## config.mk

```make
export PLATFORM = sky130hd
export DESIGN_NAME = speaker_output_gain_control
export DESIGN_NICKNAME = d
export VERILOG_FILES = /design/src/spk_gain_pkg.sv /design/src/slow_tick_gen.sv /design/src/speaker_output_gain_control.sv
export SDC_FILE = /design/constraint.sdc
export NUM_CORES = 1
export LEC_CHECK = 0
export ABC_AREA = 1
export BUFFER_PORTS_ARGS = -buffer_cell sky130_fd_sc_hd__buf_2
export CELL_PAD_IN_SITES_DETAIL_PLACEMENT = 0
export CELL_PAD_IN_SITES_GLOBAL_PLACEMENT = 1
export CORE_ASPECT_RATIO = 1.5
export CORE_MARGIN = 8
export CORE_UTILIZATION = 42
export DETAILED_ROUTE_END_ITERATION = 8
export PLACE_DENSITY_LB_ADDON = 0.05
export SLEW_MARGIN = 15
export SYNTH_ARGS = -nofsm -noshare
export SYNTH_HDL_FRONTEND = slang
export SYNTH_SLANG_ARGS = --single-unit
```

## constraint.sdc

```tcl
create_clock -name sys_clk -period 8.05 [get_ports sys_clk]
set_clock_uncertainty 0.15 [all_clocks]
set_input_delay 0.805 -clock sys_clk [delete_from_list [all_inputs] [get_ports sys_clk]]
set_output_delay 0.805 -clock sys_clk [all_outputs]
set_load 0.05 [all_outputs]
```

## src/spk_gain_pkg.sv

```systemverilog
// Constants for the speaker output gain control block.
// Assumes a 9-bit register word written over the codec control interface.
package spk_gain_pkg;
  localparam int          REG_ADDR_W     = 7;
  localparam int          REG_DATA_W     = 9;
  localparam logic [6:0]  ADDR_SLOW_TICK = 7'h07;
  localparam logic [6:0]  ADDR_SPK_SRC   = 7'h32;
  localparam logic [6:0]  ADDR_SPK_GAIN  = 7'h36;
  localparam logic [8:0]  SLOW_TICK_RST  = 9'h000;
  localparam logic [8:0]  SPK_SRC_RST    = 9'h000;
  localparam logic [8:0]  SPK_GAIN_RST   = 9'h079;
  localparam logic [8:0]  RD_UNMAPPED    = 9'h000;
  localparam int          BIT_SLOW_EN    = 0;
  localparam int          BIT_CONV_SEL   = 0;
  localparam int          BIT_BYP_SEL    = 1;
  localparam int          BIT_AUX_SEL    = 5;
  localparam int          BIT_ZC         = 7;
  localparam int          BIT_MUTE       = 6;
  localparam int          BIT_ATTEN      = 8;
  localparam int          GAIN_MSB       = 5;
  localparam int          GAIN_W         = 6;
  localparam logic [5:0]  GAIN_0DB       = 6'h39;
  // Bypass attenuation of 10 dB as a ratio of 81/256 (0.3164).
  localparam int          ATTEN_MUL      = 81;
  localparam int          ATTEN_SHIFT    = 8;
  localparam int          CLK_HZ         = 50_000_000;
  localparam int          TIMEOUT_HZ     = 31;
  localparam int          TIMEOUT_CYCLES = CLK_HZ / TIMEOUT_HZ;
endpackage : spk_gain_pkg

```

## src/slow_tick_gen.sv

```systemverilog
// Slow tick generator used by the zero-cross timeout and the jack debounce.
// Assumes the main clock; emits one-cycle ticks only while enabled.
`timescale 1ns/1ps
module slow_tick_gen #(
  parameter int PERIOD = spk_gain_pkg::TIMEOUT_CYCLES
) (
  // Clock and reset
  input  wire logic sys_clk,
  input  wire logic sys_rst,
  // Control and tick
  input  wire logic enable,
  output logic      tick
);
  import spk_gain_pkg::*;

  localparam int CW = $clog2(PERIOD + 1);

  logic [CW-1:0] count_ff;

  ////////////////////////////////////////////////////////////////////////////
  // Restarting from zero on enable keeps the first timeout a full period.
  always_ff @(posedge sys_clk) begin
    if (sys_rst || !enable) begin
      count_ff <= '0;
      tick     <= 1'b0;
    end else if (count_ff == CW'(PERIOD - 1)) begin
      count_ff <= '0;
      tick     <= 1'b1;
    end else begin
      count_ff <= count_ff + CW'(1);
      tick     <= 1'b0;
    end
  end
endmodule : slow_tick_gen

```

## src/speaker_output_gain_control.sv

```systemverilog
// Speaker mixer source selection, bypass attenuation, gain code and mute.
// Assumes register writes arrive as one-cycle strobes synchronous to sys_clk
// and that samples are signed two's complement with a qualifying strobe.
//
// Operation
// - Mix includes each source only when selected.
// - Bit 8 attenuates bypass into mix 10dB.
// - Six-bit gain code, 1dB steps, resets 0dB.
// - Mute holds both speaker outputs at mid-rail.
// - Zero-cross bit defers gain to a crossing.
// - Slow-clock timeout applies pending gain anyway.
// - Slow tick enable bit drives timeout, debounce.
// - Mono output inactive unless its enable set.
`timescale 1ns/1ps
module speaker_output_gain_control #(
  parameter int SAMPLE_W       = 16,
  parameter int TIMEOUT_CYCLES = spk_gain_pkg::TIMEOUT_CYCLES
) (
  // Clock and reset
  input  wire logic                                   sys_clk,
  input  wire logic                                   sys_rst,
  // Control interface register port
  input  wire logic                                   reg_wr,
  input  wire logic [spk_gain_pkg::REG_ADDR_W-1:0]    reg_addr,
  input  wire logic [spk_gain_pkg::REG_DATA_W-1:0]    reg_wdata,
  output logic      [spk_gain_pkg::REG_DATA_W-1:0]    reg_rdata,
  // Source samples
  input  wire logic                                   sample_valid,
  input  wire logic signed [SAMPLE_W-1:0]             conv_sample,
  input  wire logic signed [SAMPLE_W-1:0]             bypass_sample,
  input  wire logic signed [SAMPLE_W-1:0]             aux_sample,
  // Mono path control
  input  wire logic                                   mono_out_en,
  input  wire logic [2:0]                             mono_src_sel,
  // Speaker outputs
  output logic signed [SAMPLE_W+1:0]                  spk_pos,
  output logic signed [SAMPLE_W+1:0]                  spk_neg,
  output logic [spk_gain_pkg::GAIN_W-1:0]             speaker_gain_code,
  output logic                                        speaker_silence,
  output logic                                        gain_pending,
  // Mono output and slow tick
  output logic signed [SAMPLE_W+1:0]                  mono_out,
  output logic                                        slow_tick
);
  import spk_gain_pkg::*;

  localparam int MW = SAMPLE_W + 2;
  localparam logic signed [MW-1:0] MID_RAIL = '0;

  logic [REG_DATA_W-1:0] slow_ctrl_ff;
  logic [REG_DATA_W-1:0] src_sel_ff;
  logic [REG_DATA_W-1:0] gain_ctrl_ff;
  logic [GAIN_W-1:0]     gain_applied_ff;
  logic                  pending_ff;
  logic                  last_neg_ff;
  logic                  seen_ff;
  logic                  crossing;
  logic                  gain_wr;
  logic                  slow_wr;
  logic                  src_wr;
  logic                  gain_now;
  logic                  gain_late;
  logic signed [MW-1:0]  spk_mix;
  logic signed [MW-1:0]  mono_mix;
  logic signed [MW-1:0]  byp_atten;

  ////////////////////////////////////////////////////////////////////////////
  // Sum of selected sources; sign-extends samples a and c to the mix width, b arrives already at it.
  function automatic logic signed [MW-1:0] mix3(
    input logic [2:0]                  sel,
    input logic signed [SAMPLE_W-1:0]  a,
    input logic signed [MW-1:0]        b,
    input logic signed [SAMPLE_W-1:0]  c
  );
    logic signed [MW-1:0] acc;
    acc = '0;
    if (sel[0]) acc = acc + MW'(a);
    if (sel[1]) acc = acc + b;
    if (sel[2]) acc = acc + MW'(c);
    return acc;
  endfunction : mix3

  // Address match for one mapped register; unmapped writes hit nothing.
  function automatic logic reg_hit(
    input logic                  wr,
    input logic [REG_ADDR_W-1:0] addr,
    input logic [REG_ADDR_W-1:0] target
  );
    return wr && (addr == target);
  endfunction : reg_hit

  // Truncating multiply-shift; the 0.005 dB error is inaudible here.
  always_comb begin
    byp_atten = MW'(bypass_sample);
    if (gain_ctrl_ff[BIT_ATTEN]) begin
      byp_atten = MW'((MW'(bypass_sample) * ATTEN_MUL) >>> ATTEN_SHIFT);
    end
  end

  assign spk_mix  = mix3({src_sel_ff[BIT_AUX_SEL], src_sel_ff[BIT_BYP_SEL],
                          src_sel_ff[BIT_CONV_SEL]},
                         conv_sample, byp_atten, aux_sample);
  assign mono_mix = mix3(mono_src_sel, conv_sample, MW'(bypass_sample), aux_sample);

  ////////////////////////////////////////////////////////////////////////////
  // Register writes, one register to a process.
  assign slow_wr  = reg_hit(reg_wr, reg_addr, ADDR_SLOW_TICK);
  assign src_wr   = reg_hit(reg_wr, reg_addr, ADDR_SPK_SRC);
  assign gain_wr  = reg_hit(reg_wr, reg_addr, ADDR_SPK_GAIN);
  assign gain_now = gain_wr && !reg_wdata[BIT_ZC];

  always_ff @(posedge sys_clk) begin
    if (sys_rst) begin
      slow_ctrl_ff <= SLOW_TICK_RST;
    end else if (slow_wr) begin
      slow_ctrl_ff <= reg_wdata;
    end
  end

  always_ff @(posedge sys_clk) begin
    if (sys_rst) begin
      src_sel_ff <= SPK_SRC_RST;
    end else if (src_wr) begin
      src_sel_ff <= reg_wdata;
    end
  end

  always_ff @(posedge sys_clk) begin
    if (sys_rst) begin
      gain_ctrl_ff <= SPK_GAIN_RST;
    end else if (gain_wr) begin
      gain_ctrl_ff <= reg_wdata;
    end
  end

  always_ff @(posedge sys_clk) begin
    if (sys_rst) begin
      reg_rdata <= RD_UNMAPPED;
    end else begin
      unique case (reg_addr)
        ADDR_SLOW_TICK: reg_rdata <= slow_ctrl_ff;
        ADDR_SPK_SRC:   reg_rdata <= src_sel_ff;
        ADDR_SPK_GAIN:  reg_rdata <= gain_ctrl_ff;
        default:        reg_rdata <= RD_UNMAPPED;
      endcase
    end
  end

  ////////////////////////////////////////////////////////////////////////////
  // Slow tick shared by the timeout and the jack debounce.
  slow_tick_gen #(
    .PERIOD (TIMEOUT_CYCLES)
  ) u_tick (
    .sys_clk (sys_clk),
    .sys_rst (sys_rst),
    .enable  (slow_ctrl_ff[BIT_SLOW_EN]),
    .tick    (slow_tick)
  );

  ////////////////////////////////////////////////////////////////////////////
  // Zero crossing on the speaker mix; the first sample after reset only primes.
  assign crossing = sample_valid && seen_ff && (spk_mix[MW-1] != last_neg_ff);

  always_ff @(posedge sys_clk) begin
    if (sys_rst) begin
      last_neg_ff <= 1'b0;
    end else if (sample_valid) begin
      last_neg_ff <= spk_mix[MW-1];
    end
  end

  always_ff @(posedge sys_clk) begin
    if (sys_rst) begin
      seen_ff <= 1'b0;
    end else if (sample_valid) begin
      seen_ff <= 1'b1;
    end
  end

  // A zero-cross write in the same cycle as a crossing stays pending for the next one,
  // so the newest code is never dropped.
  assign gain_late = pending_ff && !gain_wr && (crossing || slow_tick);

  always_ff @(posedge sys_clk) begin
    if (sys_rst) begin
      pending_ff <= 1'b0;
    end else if (gain_wr) begin
      pending_ff <= reg_wdata[BIT_ZC];
    end else if (gain_late) begin
      pending_ff <= 1'b0;
    end
  end

  always_ff @(posedge sys_clk) begin
    if (sys_rst) begin
      gain_applied_ff <= GAIN_0DB;
    end else if (gain_now) begin
      gain_applied_ff <= reg_wdata[GAIN_MSB:0];
    end else if (gain_late) begin
      gain_applied_ff <= gain_ctrl_ff[GAIN_MSB:0];
    end
  end

  ////////////////////////////////////////////////////////////////////////////
  // Outputs.
  always_ff @(posedge sys_clk) begin
    if (sys_rst) begin
      spk_pos <= MID_RAIL;
      spk_neg <= MID_RAIL;
    end else begin
      spk_pos <= gain_ctrl_ff[BIT_MUTE] ? MID_RAIL : spk_mix;
      spk_neg <= gain_ctrl_ff[BIT_MUTE] ? MID_RAIL : -spk_mix;
    end
  end

  always_ff @(posedge sys_clk) begin
    if (sys_rst) begin
      mono_out <= MID_RAIL;
    end else begin
      mono_out <= mono_out_en ? mono_mix : MID_RAIL;
    end
  end

  assign speaker_gain_code = gain_applied_ff;
  assign speaker_silence   = gain_ctrl_ff[BIT_MUTE];
  assign gain_pending      = pending_ff;
endmodule : speaker_output_gain_control

```

After elaboration in Yosys (flattened, before gate mapping)
Index checks and enable logic that the tools add are counted.
{"block": "totals", "ff_bits": 121, "elab_cells": 57, "inputBits": 72, "output_inout_bits": 72}
{"block": "op_classes", "n_mul": 1, "n_reduce_logical": 18, "addsub": 6, "bitwise_logic": 1, "n_eq_ne": 5, "n_mux": 13}
{"operator": "2-to-1 mux 18 bit", "count": 7}
{"operator": "adder 18 x 16 -> 18 bit", "count": 3}
{"operator": "case mux 9 bit (3 select lines)", "count": 1}
{"operator": "multiplier 16 x 8 -> 24 bit (second input constant)", "count": 1}
{"operator": "adder 21 x 1 -> 21 bit (second input constant)", "count": 1}
{"operator": "equality test 21 bit (second input constant)", "count": 1}
{"operator": "adder 18 bit", "count": 1}
{"operator": "negator 18 bit", "count": 1}
{"operator": "equality test 7 x 6 -> 1 bit (second input constant)", "count": 2}
{"operator": "2-to-1 mux 6 bit", "count": 2}
{"operator": "logical AND 1 bit", "count": 8}
{"operator": "equality test 7 x 3 -> 1 bit (second input constant)", "count": 1}
{"operator": "OR reduction 2 bit", "count": 3}
{"operator": "nonzero test 2 bit", "count": 2}
{"operator": "zero test 1 bit", "count": 3}
{"operator": "2-to-1 mux 1 bit", "count": 3}
{"operator": "logical OR 1 bit", "count": 2}
{"operator": "!= test 1 bit", "count": 1}
{"operator": "NOT 1 bit", "count": 1}

Depth between registers and ports, before layout
{"block": "depth", "depth_word": 12, "mapped_depth": 48}

By module
A second synthesis with hierarchy kept.
{"block": "unflattened", "hier_cells": 1626, "hier_area_um2": 10857.9}
{"module": "speaker_output_gain_control", "seq_area_each_um2": 1961.9, "cells_each": 1461, "area_per_inst_um2": 9703.1, "instances": 1}
{"module": "slow_tick_gen", "seq_area_each_um2": 440.4, "cells_each": 165, "area_per_inst_um2": 1154.9, "instances": 1}

Worst setup path after synthesis
No wires, ideal clock.
{"block": "synth_path", "path_type": "input -> register", "start": "in bypass_sample[1]", "end": "reg gain_applied_ff[0] (netlist: speaker_gain_code[0])", "arrival_time_ns": 6.140, "setup_time_ns": 0.133, "setup_slack_ns": 1.626, "cell_stages": 44, "cell_sequence": "ha_1 fa_1 ha_1 ha_1 nand3_1 o21ai_1 nand2_1 nand2_1 a21oi_1 inv_1 nand2_1 nand2_1 nand2_1 nand2_1 a21boi_1 or2_2 a31oi_1 ha_1 (+8 left out) o21ai_0 inv_1 ha_1 nand2_1 nor4_1 nand2_1 nand3_1 nand2_1 nor2_2 nand2_2 nand2_2 nand2_1 nand3_2 nand2_2 nand2_4 nand2_2 nand2_1 nand3_1"}
{"block": "synth_via", "elab_chain_len": 11}
{"item": "start, declared", "line_no": "speaker_output_gain_control.sv:30", "source": "input wire logic signed [SAMPLE_W-1:0] bypass_sample,"}
{"item": "multiplier 16 x 8 -> 24 bit", "line_no": "speaker_output_gain_control.sv:96", "source": "byp_atten = MW'((MW'(bypass_sample) * ATTEN_MUL) >>> ATTEN_SHIFT);"}
{"item": "2-to-1 mux 18 bit (*)", "line_no": "speaker_output_gain_control.sv:95", "source": "if (gain_ctrl_ff[BIT_ATTEN]) begin"}
{"item": "adder 18 bit (*)", "line_no": "speaker_output_gain_control.sv:78", "source": "if (sel[1]) acc = acc + b;"}
{"item": "2-to-1 mux 18 bit (*)", "line_no": "speaker_output_gain_control.sv:78"}
{"item": "adder 18 x 16 -> 18 bit", "line_no": "speaker_output_gain_control.sv:79", "source": "if (sel[2]) acc = acc + MW'(c);"}
{"item": "2-to-1 mux 18 bit (*)", "line_no": "speaker_output_gain_control.sv:79"}
{"item": "!= test 1 bit (*)", "line_no": "speaker_output_gain_control.sv:162", "source": "assign crossing = sample_valid && seen_ff && (spk_mix[MW-1] != last_neg_ff);"}
{"item": "logical AND 1 bit (*)", "line_no": "speaker_output_gain_control.sv:162"}
{"item": "logical OR 1 bit (*)", "line_no": "speaker_output_gain_control.sv:182", "source": "assign gain_late = pending_ff && !gain_wr && (crossing || slow_tick);"}
{"item": "logical AND 1 bit (*)", "line_no": "speaker_output_gain_control.sv:182"}
{"item": "nonzero test 2 bit (no line) (*)"}
{"item": "end signal, assigned", "line_no": "speaker_output_gain_control.sv:198", "source": "gain_applied_ff <= reg_wdata[GAIN_MSB:0];"}
{"item": "end signal, assigned", "line_no": "speaker_output_gain_control.sv:200", "source": "gain_applied_ff <= gain_ctrl_ff[GAIN_MSB:0];"}
{"item": "end, declared", "line_no": "speaker_output_gain_control.sv:53", "source": "logic [GAIN_W-1:0] gain_applied_ff;"}
Mark *: on every way between the ends. The rest lies on a longest branch, timed or not.
A chain may end at the register's enable or synchronous reset.

Final worst setup path
{"block": "layout_path", "start": "in bypass_sample[1]", "end": "reg gain_applied_ff[5] (netlist: speaker_gain_code[5])"}
The elaborated chain is that of the path after synthesis.

==> impl_metrics.ini <==
[job]
drv_cap = 0

[setup_path]
critPathLaunchType = primary input
path_max_fanout = 9
r2r_slack_ns = 2.88
critPathRequiredTime_ns = 8.17
cp_slowest_cell = fa_1
worstSetupPathType = primary input to flip-flop
crit_top_cell = nand2_1
reg2reg_from = gain_ctrl_ff[8]$_SDFFE_PP0P_
reg2regPathDepth = 33
cp-startpoint = bypass_sample[1]
r2r-end = speaker_gain_code[5]$_SDFFE_PP1P_
slowest_delay_ns = 0.46
crit_path_end = speaker_gain_code[5]$_SDFFE_PP1P_
cp.arrival_ns = 7.36
crit_path_end_kind = flip-flop

[layout]
nets = 1975
area_growth_pct = 14.9
instances_no_fill = 2113
antenna_cells = 0
final_layout_size_suffix_gt1_share_pct = 14.6

[logic_synthesis]
synth_area_leaders = dfxtp_1, nand2_1, ha_1, inv_1, a21oi_1
ys_warn_count = 0
ys_seq_area_share_pct = 22.3
yosys.area.top_type = dfxtp_1
synth.lib_cells_used.distinct = 53
synth_fp_nets = 1845
synth-main-ff-cell = dfxtp_1
synth_seq_cells = 120
synth_cells = 1637
syn_avg_cell_area_um2 = 6.57
synth_edf_count = 0
synthArstFlopShare_pct = 0
syn-cell-area_mm2 = 0.0108
yosys.area.top_type_share_pct = 22.3

[timing]
post-route-min-period_ns = 7.24
worst_slack_ns = 0.806
final.setup.tns_ns = 0
hold_viol = 0
worstMarginPinSlew_ns = 1.15
finalCritPeriodShare_pct = 90.0
slew_viol_final = 0
setup_viol = 0
max_freq_ghz = 0.138
maxSlewHeadroom_pct = 23.5
rsz0062_at_grt = false

[place]
gp_congestion = 0.947
placed_cells = 2081
dp_hpwl_um = 29200
io_buffers = 143
dp_slack_ns = 0.362

[floorplanning]
start_util_pct = 42.2
die_x_um = 147
chipHeight_um = 212
ios = 144
die-area_mm2 = 0.0311
core_area_mm2 = 0.0255
fp-row-count = 72

[worst_hold_path]
min_path_cells = 2
hold_path_class = flip-flop to flip-flop

[global_route]
grt_max_degree = 39
overflow = 0
grt_use_total_pct = 22.5
grt_pass1_vias = 10900
antenna_found_initial = 1
grt_pass1_wl_um = 55400

[power_and_ir_drop]
p_leak_nw = 6.79
power_density_mw_per_mm2 = 160
peakVddDrop_uv = 139

[cts]
clkLatencyLatePin_ns = 0.44
cts_sinks = 120
cts_tree = yes
post-cts-setup-buffers = 0
ctsHoldBuffers = 0
cts_htree_levels = 4
clkSlewWorstSetupHoldPaths_ns = 0.07
numCtsBuffers = 17
cts_root_buffer = clkbuf_16
cts_buffer_depth = 2
cts_resized = 0

[detailed_routing]
ant_nets = 0
drcViolationCount = 0
vias = 10800
drt-pass1-iter-count = 5
routed_via_density = 5.11
drtIter0Drc = 462
wl_um = 35000
wire_per_inst_um = 16.5

[run_status]
status = complete, no violations
## final cells by class
type | count | area, um2
clock buffers | 17 | 425
multi-input cells | 1236 | 7280
inverters | 243 | 912
flip-flops and latches | 120 | 2400
clock inverters | 15 | 169
well taps | 333 | 417
repair buffers | 149 | 761
fillers | 2753 | 13100
## report_power, final
group | switching [mW] | internal, mW
sequential | 0.00308 | 0.604
combinational | 0.378 | 0.208
clock | 0.364 | 0.419
total | 0.746 | 1.23
## Yosys cell counts, types with 2 or more instances
library cell and instances:
clkbuf_1 27, nor3_2 2, nand3_2 9, nand2_1 423, or2_1 2, nor3b_1 2, nand4_1 16, a31oi_1 11
xor2_1 27, o21ai_0 101, o21ai_2 5, inv_2 7, o31ai_1 3, or2_2 9, clkinv_1 2, and3_1 2
a21oi_2 3, xnor2_1 23, a21boi_0 2, nand2_4 2, dfxtp_1 120, nor2_2 14, fa_1 16, and2_1 3
a21boi_1 2, nor3_4 2, o221ai_1 9, o21bai_1 15, o21ai_1 11, a21oi_1 120, buf_4 3, inv_1 234
o21ai_4 3, nor2_1 105, nand3_1 111, o211ai_1 11, nand2_2 18, nor3_1 19, a21o_1 2, nor4_1 4
buf_1 2, buf_2 5, ha_1 120
## worst max-delay path, delay by kind of cell
| kind | cells | cell delay, ns |
|---|---|---|
| AOI/OAI and AO/OA | 6 | 1.13 |
| adders and majority gates | 6 | 2.03 |
| buffers and inverters | 4 | 0.39 |
| and+or+nand+nor | 29 | 2.99 |
## placed cells by master, fill, tap and decap left out, types with 3 or more instances in the layout
cell,instances
nand2_1,423
inv_1,234
buf_2,143
a21oi_1,120
ha_1,120
dfxtp_1,120
nand3_1,111
nor2_1,105
o21ai_0,101
xor2_1,27
xnor2_1,23
nor3_1,19
nand2_2,18
clkbuf_16,17
nand4_1,16
fa_1,16
o21bai_1,15
nor2_2,14
o21ai_1,11
a31oi_1,11
o211ai_1,11
or2_2,9
nand3_2,9
o221ai_1,9
inv_2,7
inv_8,6
buf_4,6
o21ai_2,5
inv_6,5
nor4_1,4
o31ai_1,3
a21oi_2,3
and2_1,3
o21ai_4,3
clkinv_8,3
## through the flow
| step | hold WS [ns] | area [um2] | power [mW] | utilization [%] |
|---|---|---|---|---|
| 4_1_cts | 0.308 | 12400 | 1.99 | 48.5 |
| 2_1_floorplan | 0.279 | 10800 | 1.04 | - |
| 5_1_grt | 0.331 | 12400 | 2.08 | 48.5 |
| 3_5_place_dp | 0.298 | 11800 | 1.20 | 46.2 |
| 3_3_place_gp | 0.289 | 11800 | 1.20 | 46.2 |
| 6_report | 0.308 | 12400 | 1.98 | 48.5 |
## how the worst min path moves through the flow
stage | start | to | slack [ns]
CTS | src_sel_ff[6]$_SDFFE_PP0P_ | src_sel_ff[6]$_SDFFE_PP0P_ | 0.31
floorplan | src_sel_ff[2]$_SDFFE_PP0P_ | src_sel_ff[2]$_SDFFE_PP0P_ | 0.28
finish | src_sel_ff[4]$_SDFFE_PP0P_ | src_sel_ff[4]$_SDFFE_PP0P_ | 0.31
global placement | src_sel_ff[8]$_SDFFE_PP0P_ | src_sel_ff[8]$_SDFFE_PP0P_ | 0.29
global route | src_sel_ff[4]$_SDFFE_PP0P_ | src_sel_ff[4]$_SDFFE_PP0P_ | 0.33
detailed placement | src_sel_ff[6]$_SDFFE_PP0P_ | src_sel_ff[6]$_SDFFE_PP0P_ | 0.30
## cell families (layout without fill, tap and decap cells)
| logic type | Yosys count | count (layout) | share of synthesized area (%) |
|---|---|---|---|
| xor+xnor | 50 | 50 | 4.07 |
| buf+inv | 281 | 424 | 10.0 |
| compound gates | 304 | 304 | 16.3 |
| flops | 120 | 120 | 22.3 |
| simple gates | 746 | 746 | 30.3 |
| fa+ha+maj | 136 | 136 | 16.9 |
## sequential cells by signal, summed over array words and instances, names as in the netlist
register and count:
u_tick.count_ff 21, mono_out 18, spk_pos 18, spk_neg 17
gain_ctrl_ff 9, reg_rdata 9, slow_ctrl_ff 9, src_sel_ff 9
speaker_gain_code 6, gain_pending 1, last_neg_ff 1, seen_ff 1
u_tick.tick 1
## per-layer routing
metal	routed length (um)	vias up	global-route usage, %
met5	12	-	0
met4	1390	2	10.8
met3	1210	69	3.45
met2	18700	211	43.8
met1	13600	4911	22.8
li1	-	5608	-
Note: power is estimated with default switching activity, not from simulation.
